**src/design/qnt_pkg.sv**
```systemverilog
// Constants for the quad nibble timer unit: register indexes, field bits,
// reset values and clock rates.
// Assumes a 100 MHz APB clock; register indexes are word numbers on the bus.
package qnt_pkg;

  // System clock and low-speed time-base rate
  localparam int QNT_SYS_CLK_KHZ = 100000;
  localparam real QNT_LS_FREQ_KHZ = 32.768;
  // Half period of the low-speed clock, rounded to the nearest cycle
  localparam int QNT_LS_HALF_CYCLES = int'(real'(QNT_SYS_CLK_KHZ) / (2.0 * QNT_LS_FREQ_KHZ));
  localparam logic [10:0] QNT_LS_LAST = 11'(QNT_LS_HALF_CYCLES - 1);

  // Register indexes (byte address is four times the index)
  localparam logic [9:0] QNT_T0_DATA_LO_IDX = 10'h068;
  localparam logic [9:0] QNT_T0_DATA_HI_IDX = 10'h069;
  localparam logic [9:0] QNT_T1_DATA_LO_IDX = 10'h06a;
  localparam logic [9:0] QNT_T1_DATA_HI_IDX = 10'h06b;
  localparam logic [9:0] QNT_T0_CNT_LO_IDX = 10'h06c;
  localparam logic [9:0] QNT_T0_CNT_HI_IDX = 10'h06d;
  localparam logic [9:0] QNT_T1_CNT_LO_IDX = 10'h06e;
  localparam logic [9:0] QNT_T1_CNT_HI_IDX = 10'h06f;
  localparam logic [9:0] QNT_T0_MODE_IDX = 10'h070;
  localparam logic [9:0] QNT_T0_CLK_IDX = 10'h071;
  localparam logic [9:0] QNT_T1_MODE_IDX = 10'h072;
  localparam logic [9:0] QNT_T1_CLK_IDX = 10'h073;
  localparam logic [9:0] QNT_T0_STAT_IDX = 10'h074;
  localparam logic [9:0] QNT_T1_STAT_IDX = 10'h075;
  localparam logic [9:0] QNT_T2_DATA_LO_IDX = 10'h076;
  localparam logic [9:0] QNT_T2_DATA_HI_IDX = 10'h077;
  localparam logic [9:0] QNT_T3_DATA_LO_IDX = 10'h078;
  localparam logic [9:0] QNT_T3_DATA_HI_IDX = 10'h079;
  localparam logic [9:0] QNT_T2_CNT_LO_IDX = 10'h07a;
  localparam logic [9:0] QNT_T2_CNT_HI_IDX = 10'h07b;
  localparam logic [9:0] QNT_T3_CNT_LO_IDX = 10'h07c;
  localparam logic [9:0] QNT_T3_CNT_HI_IDX = 10'h07d;
  localparam logic [9:0] QNT_T2_MODE_IDX = 10'h07e;
  localparam logic [9:0] QNT_T2_CLK_IDX = 10'h07f;
  localparam logic [9:0] QNT_T3_MODE_IDX = 10'h080;
  localparam logic [9:0] QNT_T3_CLK_IDX = 10'h081;
  localparam logic [9:0] QNT_T2_STAT_IDX = 10'h082;
  localparam logic [9:0] QNT_T3_STAT_IDX = 10'h083;
  localparam logic [9:0] QNT_FIRST_IDX = QNT_T0_DATA_LO_IDX;
  localparam logic [9:0] QNT_LAST_IDX = QNT_T3_STAT_IDX;

  // Per-timer tables, timer 0 in the lowest slot
  localparam logic [3:0][9:0] QNT_DATA_LO = {QNT_T3_DATA_LO_IDX, QNT_T2_DATA_LO_IDX,
                                             QNT_T1_DATA_LO_IDX, QNT_T0_DATA_LO_IDX};
  localparam logic [3:0][9:0] QNT_DATA_HI = {QNT_T3_DATA_HI_IDX, QNT_T2_DATA_HI_IDX,
                                             QNT_T1_DATA_HI_IDX, QNT_T0_DATA_HI_IDX};
  localparam logic [3:0][9:0] QNT_CNT_LO = {QNT_T3_CNT_LO_IDX, QNT_T2_CNT_LO_IDX,
                                            QNT_T1_CNT_LO_IDX, QNT_T0_CNT_LO_IDX};
  localparam logic [3:0][9:0] QNT_CNT_HI = {QNT_T3_CNT_HI_IDX, QNT_T2_CNT_HI_IDX,
                                            QNT_T1_CNT_HI_IDX, QNT_T0_CNT_HI_IDX};
  localparam logic [3:0][9:0] QNT_MODE = {QNT_T3_MODE_IDX, QNT_T2_MODE_IDX,
                                          QNT_T1_MODE_IDX, QNT_T0_MODE_IDX};
  localparam logic [3:0][9:0] QNT_CLK = {QNT_T3_CLK_IDX, QNT_T2_CLK_IDX,
                                         QNT_T1_CLK_IDX, QNT_T0_CLK_IDX};
  localparam logic [3:0][9:0] QNT_STAT = {QNT_T3_STAT_IDX, QNT_T2_STAT_IDX,
                                          QNT_T1_STAT_IDX, QNT_T0_STAT_IDX};

  // Reset values; set bits are unimplemented and read as one
  localparam logic [3:0][3:0] QNT_MODE_RST = {4'he, 4'ha, 4'hc, 4'h8};
  localparam logic [3:0] QNT_CLK_RST = 4'hc;
  localparam logic [3:0][3:0] QNT_STAT_RST = {4'he, 4'he, 4'hc, 4'hc};

  // Field positions
  localparam int QNT_RUN_BIT = 0;
  localparam int QNT_ECAP_BIT = 1;
  localparam int QNT_FMEAS_BIT = 2;
  localparam int QNT_OVF_BIT = 0;
  localparam int QNT_CAP_BIT = 1;

  // Clock select codes
  localparam logic [1:0] QNT_SEL_LOW = 2'h0;
  localparam logic [1:0] QNT_SEL_FAST = 2'h1;
  localparam logic [1:0] QNT_SEL_EXT = 2'h2;
  localparam logic [1:0] QNT_SEL_PAIR = 2'h3;

endpackage

```
**src/design/qnt_timer_unit.sv**
```systemverilog
// Quad nibble timer unit: four 8-bit up-counters with nibble registers on APB.
// Assumes pins and the fast clock level are synchronous to pclk.
//
// Implementation choice: register access over APB.
module qnt_timer_unit
  import qnt_pkg::*;
(
  // Clock and reset
  input wire logic pclk,
  input wire logic presetn,
  // APB slave
  input wire logic psel,
  input wire logic penable,
  input wire logic pwrite,
  input wire logic [11:0] paddr,
  input wire logic [31:0] pwdata,
  output logic [31:0] prdata,
  output logic pready,
  output logic pslverr,
  // Timer clock sources
  input wire logic fast_clock,
  input wire logic even_timers_ext_clock_pin,
  input wire logic odd_timers_ext_clock_pin,
  // Capture inputs
  input wire logic port_b_line_zero,
  input wire logic port_b_line_one,
  // Overflow requests and toggle outputs
  output logic [3:0] timer_irq,
  output logic timer0_overflow_toggle,
  output logic timer1_overflow_toggle
);

  typedef struct packed {
    logic [3:0][7:0] cnt;
    logic [3:0][7:0] dat;
    logic [3:0][3:0] mode;
    logic [3:0][1:0] csel;
    logic [3:0] ovf;
    logic [1:0] cap;
    logic [3:0] clk_prev;
    logic [1:0] pin_prev;
    logic [10:0] ls_cnt;
    logic ls_lvl;
    logic [3:0] irq;
    logic [31:0] rdata;
  } qnt_state_t;

  qnt_state_t s;
  qnt_state_t next_s;

  logic setup_ph;
  logic acc_ph;
  logic wr_en;
  logic addr_ok;
  logic [9:0] idx;
  logic [3:0] src_lvl;
  logic [3:0] tick;
  logic [3:0] pair;
  logic [3:0] run;
  logic [3:0] capmode;
  logic [3:0] ovf_pulse;
  logic [1:0] cap_edge;
  logic [1:0] cap_set;

  // Register hit: index matches and the ok flag is set; the caller picks the phase
  function automatic logic hit(input logic [9:0] a, input logic [9:0] r, input logic ok);
    return ok && (a == r);
  endfunction

  assign idx = paddr[11:2];
  assign setup_ph = psel & ~penable;
  assign acc_ph = psel & penable;
  assign wr_en = acc_ph & pwrite;
  assign addr_ok = (paddr[1:0] == 2'h0) && (idx >= QNT_FIRST_IDX) && (idx <= QNT_LAST_IDX);

  // Zero wait states; read data is latched in the setup phase
  assign pready = 1'b1;
  assign pslverr = acc_ph & ~addr_ok;
  assign prdata = s.rdata;
  assign timer_irq = s.irq;
  assign timer0_overflow_toggle = s.ovf[0];
  assign timer1_overflow_toggle = s.ovf[1];

  // Capture pin level changes, one per capture input
  assign cap_edge[0] = port_b_line_zero ^ s.pin_prev[0];
  assign cap_edge[1] = port_b_line_one ^ s.pin_prev[1];

  // Next-state logic for the whole unit
  always_comb begin
    next_s = s;
    next_s.irq = 4'h0;
    next_s.pin_prev = {port_b_line_one, port_b_line_zero};
    src_lvl = 4'h0;
    tick = 4'h0;
    pair = 4'h0;
    run = 4'h0;
    capmode = 4'h0;
    ovf_pulse = 4'h0;
    cap_set = 2'h0;

    if (s.ls_cnt == QNT_LS_LAST) begin
      next_s.ls_cnt = 11'h000;
      next_s.ls_lvl = ~s.ls_lvl;
    end else begin
      next_s.ls_cnt = s.ls_cnt + 11'h001;
    end

    for (int i = 0; i < 4; i++) begin
      // odd timer paired to its even neighbour
      pair[i] = (i % 2 == 1) && (s.csel[i] == QNT_SEL_PAIR);
      case (s.csel[i])
        QNT_SEL_LOW: src_lvl[i] = s.ls_lvl;
        QNT_SEL_FAST: src_lvl[i] = fast_clock;
        // shared external pins; sampled by pclk
        QNT_SEL_EXT: src_lvl[i] = (i % 2 == 0) ? even_timers_ext_clock_pin
                                                : odd_timers_ext_clock_pin;
        default: src_lvl[i] = 1'b0;
      endcase
      next_s.clk_prev[i] = src_lvl[i];
      // falling edge of the selected clock
      tick[i] = s.clk_prev[i] & ~src_lvl[i];
      if (pair[i]) begin
        // even overflow drives odd timer
        // Neighbour index written so it stays in range when i is even
        tick[i] = ovf_pulse[i - i % 2];
        run[i] = s.mode[i - i % 2][QNT_RUN_BIT];
      end else begin
        run[i] = s.mode[i][QNT_RUN_BIT];
      end
      // timers 2 and 3 have no capture mode
      capmode[i] = (i < 2) && s.mode[i][QNT_ECAP_BIT] && !s.mode[i][QNT_FMEAS_BIT];

      // count, with overflow and reload after 8'hff
      if (tick[i] && run[i]) begin
        if (s.cnt[i] == 8'hff) begin
          ovf_pulse[i] = 1'b1;
          // reload; capture mode restarts from zero
          next_s.cnt[i] = capmode[i] ? 8'h00 : s.dat[i];
        end else begin
          next_s.cnt[i] = s.cnt[i] + 8'h01;
        end
      end
      if (ovf_pulse[i]) begin
        next_s.ovf[i] = ~s.ovf[i];
      end
      next_s.irq[i] = ovf_pulse[i];
    end

    // status read clears only a flag that was seen set
    for (int i = 0; i < 2; i++) begin
      if (acc_ph && !pwrite && hit(idx, QNT_STAT[i], addr_ok) && s.rdata[QNT_CAP_BIT]) begin
        next_s.cap[i] = 1'b0;
      end
    end

    // capture only while flag is clear
    // Paired capture takes its trigger from the timer 0 pin
    for (int i = 0; i < 2; i++) begin
      if (capmode[i] && run[i] && !s.cap[i]) begin
        cap_set[i] = pair[i] ? cap_edge[0] : cap_edge[i];
      end
      if (cap_set[i]) begin
        next_s.dat[i] = s.cnt[i];
        // flag set wins over a read clear
        next_s.cap[i] = 1'b1;
      end
    end

    // Software writes; a write wins over a count in the same cycle
    if (wr_en && addr_ok) begin
      for (int i = 0; i < 4; i++) begin
        if (hit(idx, QNT_DATA_LO[i], 1'b1)) begin
          next_s.dat[i][3:0] = pwdata[3:0];
        end
        if (hit(idx, QNT_DATA_HI[i], 1'b1)) begin
          next_s.dat[i][7:4] = pwdata[3:0];
        end
        if (hit(idx, QNT_CNT_LO[i], 1'b1)) begin
          next_s.cnt[i][3:0] = pwdata[3:0];
          next_s.dat[i][3:0] = pwdata[3:0];
        end
        if (hit(idx, QNT_CNT_HI[i], 1'b1)) begin
          next_s.cnt[i][7:4] = pwdata[3:0];
          next_s.dat[i][7:4] = pwdata[3:0];
        end
        if (hit(idx, QNT_MODE[i], 1'b1)) begin
          next_s.mode[i] = pwdata[3:0] & ~QNT_MODE_RST[i];
        end
        if (hit(idx, QNT_CLK[i], 1'b1)) begin
          next_s.csel[i] = pwdata[1:0];
        end
      end
    end

    // Read mux in the setup phase; unmapped reads give zero
    if (setup_ph && !pwrite) begin
      next_s.rdata = 32'h0000_0000;
      for (int i = 0; i < 4; i++) begin
        if (hit(idx, QNT_DATA_LO[i], addr_ok)) next_s.rdata[3:0] = s.dat[i][3:0];
        if (hit(idx, QNT_DATA_HI[i], addr_ok)) next_s.rdata[3:0] = s.dat[i][7:4];
        if (hit(idx, QNT_CNT_LO[i], addr_ok)) next_s.rdata[3:0] = s.cnt[i][3:0];
        if (hit(idx, QNT_CNT_HI[i], addr_ok)) next_s.rdata[3:0] = s.cnt[i][7:4];
        if (hit(idx, QNT_MODE[i], addr_ok)) next_s.rdata[3:0] = s.mode[i] | QNT_MODE_RST[i];
        if (hit(idx, QNT_CLK[i], addr_ok)) next_s.rdata[3:0] = {2'h0, s.csel[i]} | QNT_CLK_RST;
        if (hit(idx, QNT_STAT[i], addr_ok)) begin
          // only timers 0 and 1 carry a capture flag
          next_s.rdata[3:0] = QNT_STAT_RST[i];
          next_s.rdata[QNT_OVF_BIT] = s.ovf[i];
          if (i < 2) next_s.rdata[QNT_CAP_BIT] = s.cap[i];
        end
      end
    end
  end

  // State register; reset loads constants only
  always_ff @(posedge pclk or negedge presetn) begin
    if (!presetn) begin
      s.cnt <= '0;
      s.dat <= '0;
      s.mode <= '0;
      s.csel <= '0;
      s.ovf <= 4'h0;
      s.cap <= 2'h0;
      s.clk_prev <= 4'h0;
      s.pin_prev <= 2'h0;
      s.ls_cnt <= 11'h000;
      s.ls_lvl <= 1'b0;
      s.irq <= 4'h0;
      s.rdata <= 32'h0000_0000;
    end else begin
      s <= next_s;
    end
  end
endmodule // qnt_timer_unit

```
**config.mk**
```make
export PLATFORM = sky130hd
export DESIGN_NAME = qnt_timer_unit
export DESIGN_NICKNAME = d
export VERILOG_FILES = /design/src/design/qnt_pkg.sv /design/src/design/qnt_timer_unit.sv
export SDC_FILE = /design/constraint.sdc
export NUM_CORES = 1
export LEC_CHECK = 0
export BUFFER_PORTS_ARGS = -buffer_cell sky130_fd_sc_hd__buf_2
export CAP_MARGIN = 20
export CORE_MARGIN = 2
export CORE_UTILIZATION = 37
export CTS_CLUSTER_SIZE = 12
export DETAILED_ROUTE_END_ITERATION = 12
export GPL_ROUTABILITY_DRIVEN = 0
export PLACE_DENSITY = 0.58
export SLEW_MARGIN = 10
export SYNTH_ARGS = -nofsm -noshare
export SYNTH_HDL_FRONTEND = slang
export SYNTH_SLANG_ARGS = --single-unit
```
**constraint.sdc**
```tcl
create_clock -name pclk -period 4.15 [get_ports pclk]
set_clock_uncertainty 0.2 [all_clocks]
set_input_delay 0.2075 -clock pclk [delete_from_list [all_inputs] [get_ports pclk]]
set_output_delay 0.2075 -clock pclk [all_outputs]
set_load 0.01 [all_outputs]
```
## Yosys cells after proc, flatten, opt, wreduce, memory -nomap -nowiden

Index checks and enable logic that the tools add are counted.

- Add/subtract/negate cells: 5
- $lt $le $gt $ge: 2
- Equality and inequality tests: 43
- Multiplexer cells: 97
- Bitwise operators: 21
- Reductions and logical operators: 73

Operators by type and width:

| operator | number |
|---|---|
| 10-bit by 7-bit == test with 1-bit output (second input constant) | 24 |
| 4-bit 2-to-1 mux | 52 |
| 8-bit 2-to-1 mux | 12 |
| 88-bit 2-to-1 mux | 1 |
| 1-bit logical AND | 46 |
| 10-bit by 8-bit == test with 1-bit output (second input constant) | 4 |
| 8-bit by 1-bit adder with 8-bit output (second input constant) | 4 |
| 8-bit == test (second input constant) | 4 |
| 2-bit AND reduction | 12 |
| 1-bit 2-to-1 mux | 20 |
| 2-bit == test (second input constant) | 6 |
| 1-bit case mux with 3 select lines | 4 |
| 2-bit nonzero test | 6 |
| 11-bit by 1-bit adder with 11-bit output (second input constant) | 1 |
| 11-bit == test (second input constant) | 1 |
| 11-bit 2-to-1 mux | 1 |
| 1-bit inverter | 11 |
| 10-bit by 7-bit greater-or-equal comparator with 1-bit output (second input constant) | 1 |
| 10-bit by 8-bit less-or-equal comparator with 1-bit output (second input constant) | 1 |
| 2-bit logical NOT | 5 |
| 2-bit 2-to-1 mux | 5 |
| 1-bit AND | 8 |
| 2-bit by 1-bit == test with 1-bit output (second input constant) | 4 |
| 3-bit 2-to-1 mux | 2 |
| 2 further kinds | 6 |

- Flip-flop bits (word level): 112
- Input bits: 54
- Output and inout bits: 40
- Word-level logic and storage cells: 271

## Logic depth before layout (Yosys ltp)

Gate-level depths: netlist (run 1).

- Depth in word-level cells: 32
- Mapped depth: 11
- Mapped depth without buffers: 9

## Least setup slack after synthesis (run 1)

OpenSTA, ideal clock, no wires.

- Kind: register to register
- Start point: reg s[116] (netlist bit)
- End point: reg s[127] (netlist bit)
- Setup time: 0.135 ns
- Arrival: 2.002 ns
- Data required time: 3.815 ns
- Path slack: 1.812 ns
- Stages on the path, launching flop included: 11
- Path buffers: 1
- Period minus slack after synthesis: 2.338 ns
- Cells stage by stage: dfrtp_1 > ha_1 > and4_1 > and4_1 > nand2_1 > o21ai_1 > and2_2 > buf_4 > nand2_1 > a221oi_1 > a21oi_1

RTL lines:

| item | line | RTL |
|---|---|---|
| start: declaration | qnt_timer_unit.sv:48 | `qnt_state_t s;` |
| start signal: assignment | qnt_timer_unit.sv:231 | `s <= next_s;` |

==> results of run 1 <==
==> layer usage <==
metal / vias to the layer above / wire [µm] / global-route usage [%]
li1: 3072 / - / -
met1: 3167 / 10300 / 31.6
met2: 254 / 9510 / 32.4
met3: 40 / 1660 / 5.00
met4: 0 / 529 / 6.59
met5: - / 0 / 0
==> registers in the layout, summed over array words and instances, names as in the netlist <==
register and flops:
s 100, run 2, timer0_overflow_toggle 1, timer1_overflow_toggle 1, timer_irq 4, prdata 4
==> area by class of cell <==
cell class / count / share of cell area, %
Clock buffer: 9 / 2.84
Clock inverter: 7 / 1.26
Inverter: 15 / 0.711
Multi-Input combinational cell: 682 / 51.9
Sequential cell: 112 / 35.4
Tap cell: 265 / 4.18
Timing Repair Buffer: 49 / 3.69
==> stage by stage <==
| stage | utilization, % | power (µW) | hold slack, ps |
|---|---|---|---|
| after global routing | 40.7 | 2330 | 81.8 |
| after floorplan | - | 1250 | -288 |
| after detailed placement | 38.8 | 1300 | 144 |
| after CTS | 40.7 | 2260 | 45.1 |
| after global placement | 38.8 | 1300 | 145 |
| final | 40.7 | 2240 | 67.6 |
==> cell usage in the layout (no fill, tap or decap), types with 15 or more instances in the layout <==
cell                      netlist  final
sky130_fd_sc_hd__o21ai_0       56     56
sky130_fd_sc_hd__nand2_1      114    114
sky130_fd_sc_hd__dfrtp_1      112    112
sky130_fd_sc_hd__nand3_1       28     28
sky130_fd_sc_hd__nor3_1        15     15
sky130_fd_sc_hd__mux2_2        28     28
sky130_fd_sc_hd__and3_1        16     16
sky130_fd_sc_hd__a21oi_1       58     58
sky130_fd_sc_hd__mux2i_1       35     35
sky130_fd_sc_hd__buf_2          7     35
sky130_fd_sc_hd__nor2_1       102    102
sky130_fd_sc_hd__conb_1         2     29
==> worst max-delay path, cell delays in order, from the launching register on <==
cell and delay, ps:
sky130_fd_sc_hd__dfrtp_1 460, sky130_fd_sc_hd__ha_1 200, sky130_fd_sc_hd__and4_1 270, sky130_fd_sc_hd__and4_1 330, sky130_fd_sc_hd__nand2_1 190, sky130_fd_sc_hd__o21ai_1 300
sky130_fd_sc_hd__and2_2 330, sky130_fd_sc_hd__o2111ai_1 140, sky130_fd_sc_hd__a221oi_1 260, sky130_fd_sc_hd__a21oi_1 60
==> worst min path at each step <==
| stage | from | to | slack (ps) | cells past startpoint |
|---|---|---|---|---|
| 5_1_grt | even_timers_ext_clock_pin | s[50] | 80 | 3 |
| 3_3_place_gp | port_b_line_zero | s[48] | 140 | 1 |
| 2_1_floorplan | presetn | prdata[0] | -290 | 0 |
| 3_5_place_dp | port_b_line_zero | s[48] | 140 | 1 |
| 6_report | even_timers_ext_clock_pin | s[50] | 70 | 3 |
| 4_1_cts | pwdata[3] | s[135] | 50 | 3 |
==> cell families after synthesis <==
logic type	Yosys count	synth area share, %
AND/OR/NAND/NOR	346	22.9
AO/OA/AOI/OAI	220	19.4
multiplexers	63	9.07
adder cells (fa/ha/maj)	6	1.02
XOR/XNOR	18	2.15
buffers and inverters	87	7.13
flip-flops	112	38.2
other	2	0.102
==> power by group through the flow <==
stage	Sequential (µW)	Clock [µW]	Combinational, µW
detailed placement	1130	0	171
floorplan	1130	0	121
finish	1110	958	176
global placement	1130	0	171
CTS	1110	977	175
global route	1110	1020	195
==> results by group, run 1 <==
Timing
  – Fin. Hold Viols: 0
  – Setup violation total in the final timing report: 0
  – Achievable frequency: 348 MHz
  – Final TNS setup: 0 ps
  – Number of max-slew violations in the final report: 0
  – Relative slew margins: 37.9%
  – Measured slew at the worst slew-check pin: 932 ps
  – Final critical-path required period: 2870 ps
  – Portion of the clock cycle consumed by the worst path in the final layout: 69.3%
  – Final worst slack: 1280 ps
  – Setup repair after global routing missed its margin: false

Global routing
  – Aggregate global routing overflow: 0
  – Maximum number of pins on one net before global-route repair: 73
  – Aggregate global-route resource usage: 21.8%
  – Initial antenna violation count: 0
  – Global-route wire length before repair: 35000 µm
  – Vias in the first global route: 6093

Logic synthesis
  – Top-area cell type share of the netlist area: 38.2%
  – Most frequently used cell type in the post-synthesis netlist: sky130_fd_sc_hd__nand2_1
  – Count of flip-flops with a built-in enable after synthesis: 0
  – Cells after Synth: 854
  – Avg Cell Area, Syn: 8.59 µm²
  – Post-synthesis instance area: 7340 µm²
  – Commonest cells in the synthesized netlist: sky130_fd_sc_hd__nand2_1, sky130_fd_sc_hd__dfrtp_1, sky130_fd_sc_hd__nor2_1
  – Post-synthesis sequential element count: 112
  – Unique cell type count in the Yosys netlist: 79
  – Share of async-settable or async-resettable flops after synthesis: 100%
  – Number of warning messages in the yosys log: 0
  – Seq/Total Area, Yosys: 38.2%
  – Most common flop cell mapped by yosys: sky130_fd_sc_hd__dfrtp_1
  – Cell taking the most area after synthesis: sky130_fd_sc_hd__dfrtp_1
  – Cell types occupying the most area after synthesis: sky130_fd_sc_hd__dfrtp_1, sky130_fd_sc_hd__nand2_1, sky130_fd_sc_hd__nor2_1

Power
  – Internal: 1630 µW
  – Sequential share of power: 49.5%
  – Switching Power: 611 µW
  – Largest vdd supply drop: 0.000217 V
  – Pwr Density: 283 nW/µm²
  – Leakage Power: 0.00335 µW
  – Sw Share: 27.2%
  – Clock share of power: 42.7%
  – Relative contribution of combinational cells to total power: 7.8%

Drt
  – Average routed wire per standard cell: 19.3 µm
  – First drt pass iteration count: 5
  – Count of routing violations after the opening detailed-route iteration: 695
  – Detailed-route vias per instance: 5.74
  – Number of nets with antenna violations after routing: 0
  – Routed vias: 6533
  – Routed Wire Length: 22000 µm
  – Final routed DRC violation total: 0

Run status
  – Result of the run: complete, no violations

Critical path
  – CP required: 4180 ps
  – Nature of the critical path endpoint: register
  – Critical-path maximum fanout: 13
  – Arrival time reported for the critical path endpoint: 2910 ps
  – Kind of critical path: register to register
  – Startpoint of the most critical register-to-register path: s[116]
  – Beginning of the critical path: s[116]
  – Capture instance of the worst register-to-register path: s[131]
  – Worst reg-to-reg setup slack: 1280 ps
  – Startpoint type of the worst setup path: register
  – Count of cells along the worst register-to-register path: 9
  – Critical Path End: s[131]

Final layout
  – Final #Nets: 929
  – Area taken by multi-input logic gates: 4120 µm²
  – Layout cell share with drive strength beyond 1: 12.7%
  – Finished layout cell area: 7920 µm²
  – Storage cell area: 2800 µm²
  – Number of diodes: 0
  – Filler cell count: 2037
  – Final cell count without fillers: 1139
  – Synth-to-Final Area Change: 7.96%

Clock network
  – Clock tree from TritonCTS: built
  – Worst-case clock buffer depth: 2
  – CTS sink count: 112
  – Number of cells upsized or downsized after cts: 0
  – CTS buffer count: 9
  – Buffers inserted during post-CTS setup optimization: 0
  – Depth of the CTS H-tree: 3
  – Clock latency on the worst-skew pair: 380 ps
  – Clock slew at reported path FFs: 80 ps
  – Number of hold buffers added after CTS: 5
  – Master cell of the clock root buffer: sky130_fd_sc_hd__clkbuf_16

Job
  – Max-cap violations: 0

Placed design
  – Total instance count after detailed placement: 1118
  – Post-placement cell area: 7550 µm²
  – Count of buffers inserted at the top-level ports: 36
  – DP HPWL: 16000 µm
  – Setup slack at placement: 1190 ps

Floorplan
  – Row Count: 51
  – Die area: 21000 µm²
  – Die outline height: 145 µm
  – Core region area: 19500 µm²
  – Starting density of the core: 37.7%
  – Die X-Extent: 145 µm
  – Top-Level Pins: 94

Min path
  – Worst Hold Class: input port to register
No activity file was read; power rests on OpenSTA's default activity.
==> inputs of run 2 (changes only) <==
PLACE_DENSITY = 0.6   (was 0.58)
clock period = 2.4 ns   (was 4.15 ns; I/O delays follow)
==> results by group, run 2 (synthesis gave the netlist of run 1 again) <==
Critical path
  – Critical-path maximum fanout: 8 (-5)
  – Startpoint of the most critical register-to-register path: s[116]
  – Most frequent CP cell: sky130_fd_sc_hd__and4_4
  – CP top delay family: simple AND/OR/NAND/NOR gates
  – CP required: 2410 ps (-1770 ps)
  – Count of cells along the worst register-to-register path: 9 (unchanged)
  – Nature of the critical path endpoint: register
  – Capture instance of the worst register-to-register path: s[131]
  – Crit path largest cell delay: 350 ps (-110 ps)
  – Kind of critical path: register to register
  – Startpoint type of the worst setup path: register
  – Crit-path slowest cell: sky130_fd_sc_hd__dfrtp_1
  – Total buffers and inverters traversed by the critical path: 0 (unchanged)
  – CP cell instances: ha_1 -> and4_4 -> and4_4 -> nand2_2 -> o21ai_2 -> and2_4 -> o2111ai_1 -> a221oi_1 -> a21oi_1
  – Arrival time reported for the critical path endpoint: 2320 ps (-590 ps)
  – Worst reg-to-reg setup slack: 100 ps (-1180 ps)

Final layout
  – Final #Nets: 1056 (+14%)
  – Finished layout cell area: 8960 µm² (+13%)
  – Largest reg by FF count: s
  – Final cell count without fillers: 1266 (+11%)
  – Layout cell share with drive strength beyond 1: 25.0% (+12 points)
  – Synth-to-Final Area Change: 22.0%
  – Largest register FFs: 100 (unchanged)
  – Commonest non-fill, non-tap cell in the layout: sky130_fd_sc_hd__buf_4
  – Commonest cells after routing, fill and taps aside: sky130_fd_sc_hd__buf_4, sky130_fd_sc_hd__nand2_1, sky130_fd_sc_hd__dfrtp_1
  – Number of diodes: 0 (unchanged)
  – Utilization after layout: 46.0% (+5.3 points)

Clock network
  – Depth of the CTS H-tree: 3 (unchanged)
  – Worst-case clock buffer depth: 2 (unchanged)
  – Master cell of the clock root buffer: sky130_fd_sc_hd__clkbuf_16
  – Clock latency on the worst-skew pair: 360 ps (-20 ps)
  – Clock slew at reported path FFs: 80 ps (about the same)
  – Clock tree from TritonCTS: built
  – CTS buffer count: 9 (unchanged)
  – CTS sink count: 112 (unchanged)

Min path
  – Launch instance of the worst min-delay path: pwdata[3]
  – Sink of the worst hold path: s[147]
  – Worst Hold Class: input port to register
  – Hold path cells: 3 (unchanged)

Job
  – Max-cap violations: 0 (unchanged)

Power
  – Internal: 2870 µW (+76%)
  – Clock share of power: 40.9% (-1.8 points)
  – Pwr Density: 432 nW/µm² (+52%)
  – Relative contribution of combinational cells to total power: 9.5% (+1.7 points)
  – Sequential share of power: 49.6% (about the same)
  – Switching Power: 996 µW (+63%)
  – Leakage Power: 0.00399 µW (+19%)
  – Largest vdd supply drop: 0.000297 V (+37%)
  – Sw Share: 25.8% (-1.5 points)

Global routing
  – Initial antenna violation count: 0 (unchanged)
  – Vias in the first global route: 6488 (+6.5%)
  – Aggregate global-route resource usage: 23.3% (+1.4 points)
  – Maximum number of pins on one net before global-route repair: 42 (-42%)
  – Global-route wire length before repair: 36700 µm (+5.0%)
  – Aggregate global routing overflow: 0 (unchanged)

Timing
  – Portion of the clock cycle consumed by the worst path in the final layout: 96.0% (+27 points)
  – Final critical-path required period: 2300 ps (-570 ps)
  – Fin. Hold Viols: 0 (unchanged)
  – Final worst slack: 96.3 ps (-1180 ps)
  – Final TNS setup: 0 ps (unchanged)
  – Setup violation total in the final timing report: 0 (unchanged)
  – Measured slew at the worst slew-check pin: 623 ps (-308 ps)
  – Achievable frequency: 434 MHz (+25%)
  – Number of max-slew violations in the final report: 0 (unchanged)
  – Relative slew margins: 58.3% (+20 points)

Drt
  – Routed vias: 7140 (+9.3%)
  – Detailed-route vias per instance: 5.64 (-1.7%)
  – Average routed wire per standard cell: 19.1 µm (-1.1%)
  – Number of nets with antenna violations after routing: 0 (unchanged)
  – Count of routing violations after the opening detailed-route iteration: 713 (+2.6%)
  – Final routed DRC violation total: 0 (unchanged)
  – Routed Wire Length: 24200 µm (+10%)
  – First drt pass iteration count: 6 (+1)

Floorplan
  – Core region area: 19500 µm² (unchanged)
  – Die outline height: 145 µm (unchanged)
  – Die area: 21000 µm² (unchanged)
  – Die X-Extent: 145 µm (unchanged)
  – Top-Level Pins: 94 (unchanged)
  – Starting density of the core: 37.7% (unchanged)
  – Row Count: 51 (unchanged)

Placed design
  – Count of buffers inserted at the top-level ports: 36 (unchanged)
  – Post-placement cell area: 8470 µm² (+12%)
  – DP HPWL: 17900 µm (+12%)
  – Setup slack at placement: -112 ps (-1310 ps)
  – Total instance count after detailed placement: 1239 (+11%)

Run status
  – Result of the run: complete, no violations
-- run 2: cell count changes in the layout (fill, tap and decap cells not counted), sizes merged --
| cell | previous run | this run |
|---|---|---|
| clkinvlp | 2 | 1 |
| dlygate4sd3 | 5 | 6 |
| buf | 44 | 169 |
| a41oi | 2 | 3 |
| clkbuf | 9 | 10 |
-- run 2: power by group through the flow --
stage	sequential (µW)	combinational, µW	clock [µW]
2_1_floorplan	1950	209	0
3_3_place_gp	1960	352	0
3_5_place_dp	1960	354	0
4_1_cts	1920	362	1620
5_1_grt	1920	402	1690
6_report	1920	368	1580
-- run 2: worst max path at each step --
stage	startpoint	to	slack [ps]	cells past startpoint
2_1_floorplan	s[116]	s[127]	60	10
3_3_place_gp	paddr[1]	prdata[0]	-90	9
3_5_place_dp	paddr[1]	prdata[0]	-110	9
4_1_cts	s[133]	s[147]	-4	8
5_1_grt	s[65]	s[142]	-0.5	8
6_report	s[116]	s[131]	100	9
-- run 2: metrics by stage --
| step | power [µW] | hold WS [ps] |
|---|---|---|
| global route | 4010 | 34.4 |
| finish | 3870 | 15.2 |
| floorplan | 2160 | -376 |
| detailed placement | 2310 | -47.0 |
| global placement | 2310 | -57.7 |
| CTS | 3900 | 5.17 |
-- run 2: layout make-up --
cell class              count  area, µm²
clock buffers              10        239
clock inverters             6       65.1
fillers                  1906      10500
inverters                  15       56.3
multi-input cells         683       4200
flip-flops and latches    112       2800
well taps                 265        332
repair buffers            175       1260
-- run 2: layer usage --
metal,track usage [%],vias up,wire length (µm)
met4,6.18,0,358
met3,3.62,26,1730
met1,34.0,3472,11300
met2,35.8,310,10800
li1,-,3332,-
met5,0,-,0
-- run 2: what timing repair did --
action / in CTS / in global routing
setup endpoints to repair: 2 / 16
buffers inserted: 0 / 4
pin swaps: 1 / 6
hold endpoints to repair: 76 / 0
gates cloned: 0 / 1
hold buffers: 6 / 0
resized for setup: 1 / 20
-- run 2: worst reg2reg max path, stage by stage, from the launching register on --
cell	delay [ps]
sky130_fd_sc_hd__dfrtp_1	350
sky130_fd_sc_hd__ha_1	190
sky130_fd_sc_hd__and4_4	250
sky130_fd_sc_hd__and4_4	240
sky130_fd_sc_hd__nand2_2	90
sky130_fd_sc_hd__o21ai_2	170
sky130_fd_sc_hd__and2_4	210
sky130_fd_sc_hd__o2111ai_1	100
sky130_fd_sc_hd__a221oi_1	280
sky130_fd_sc_hd__a21oi_1	70
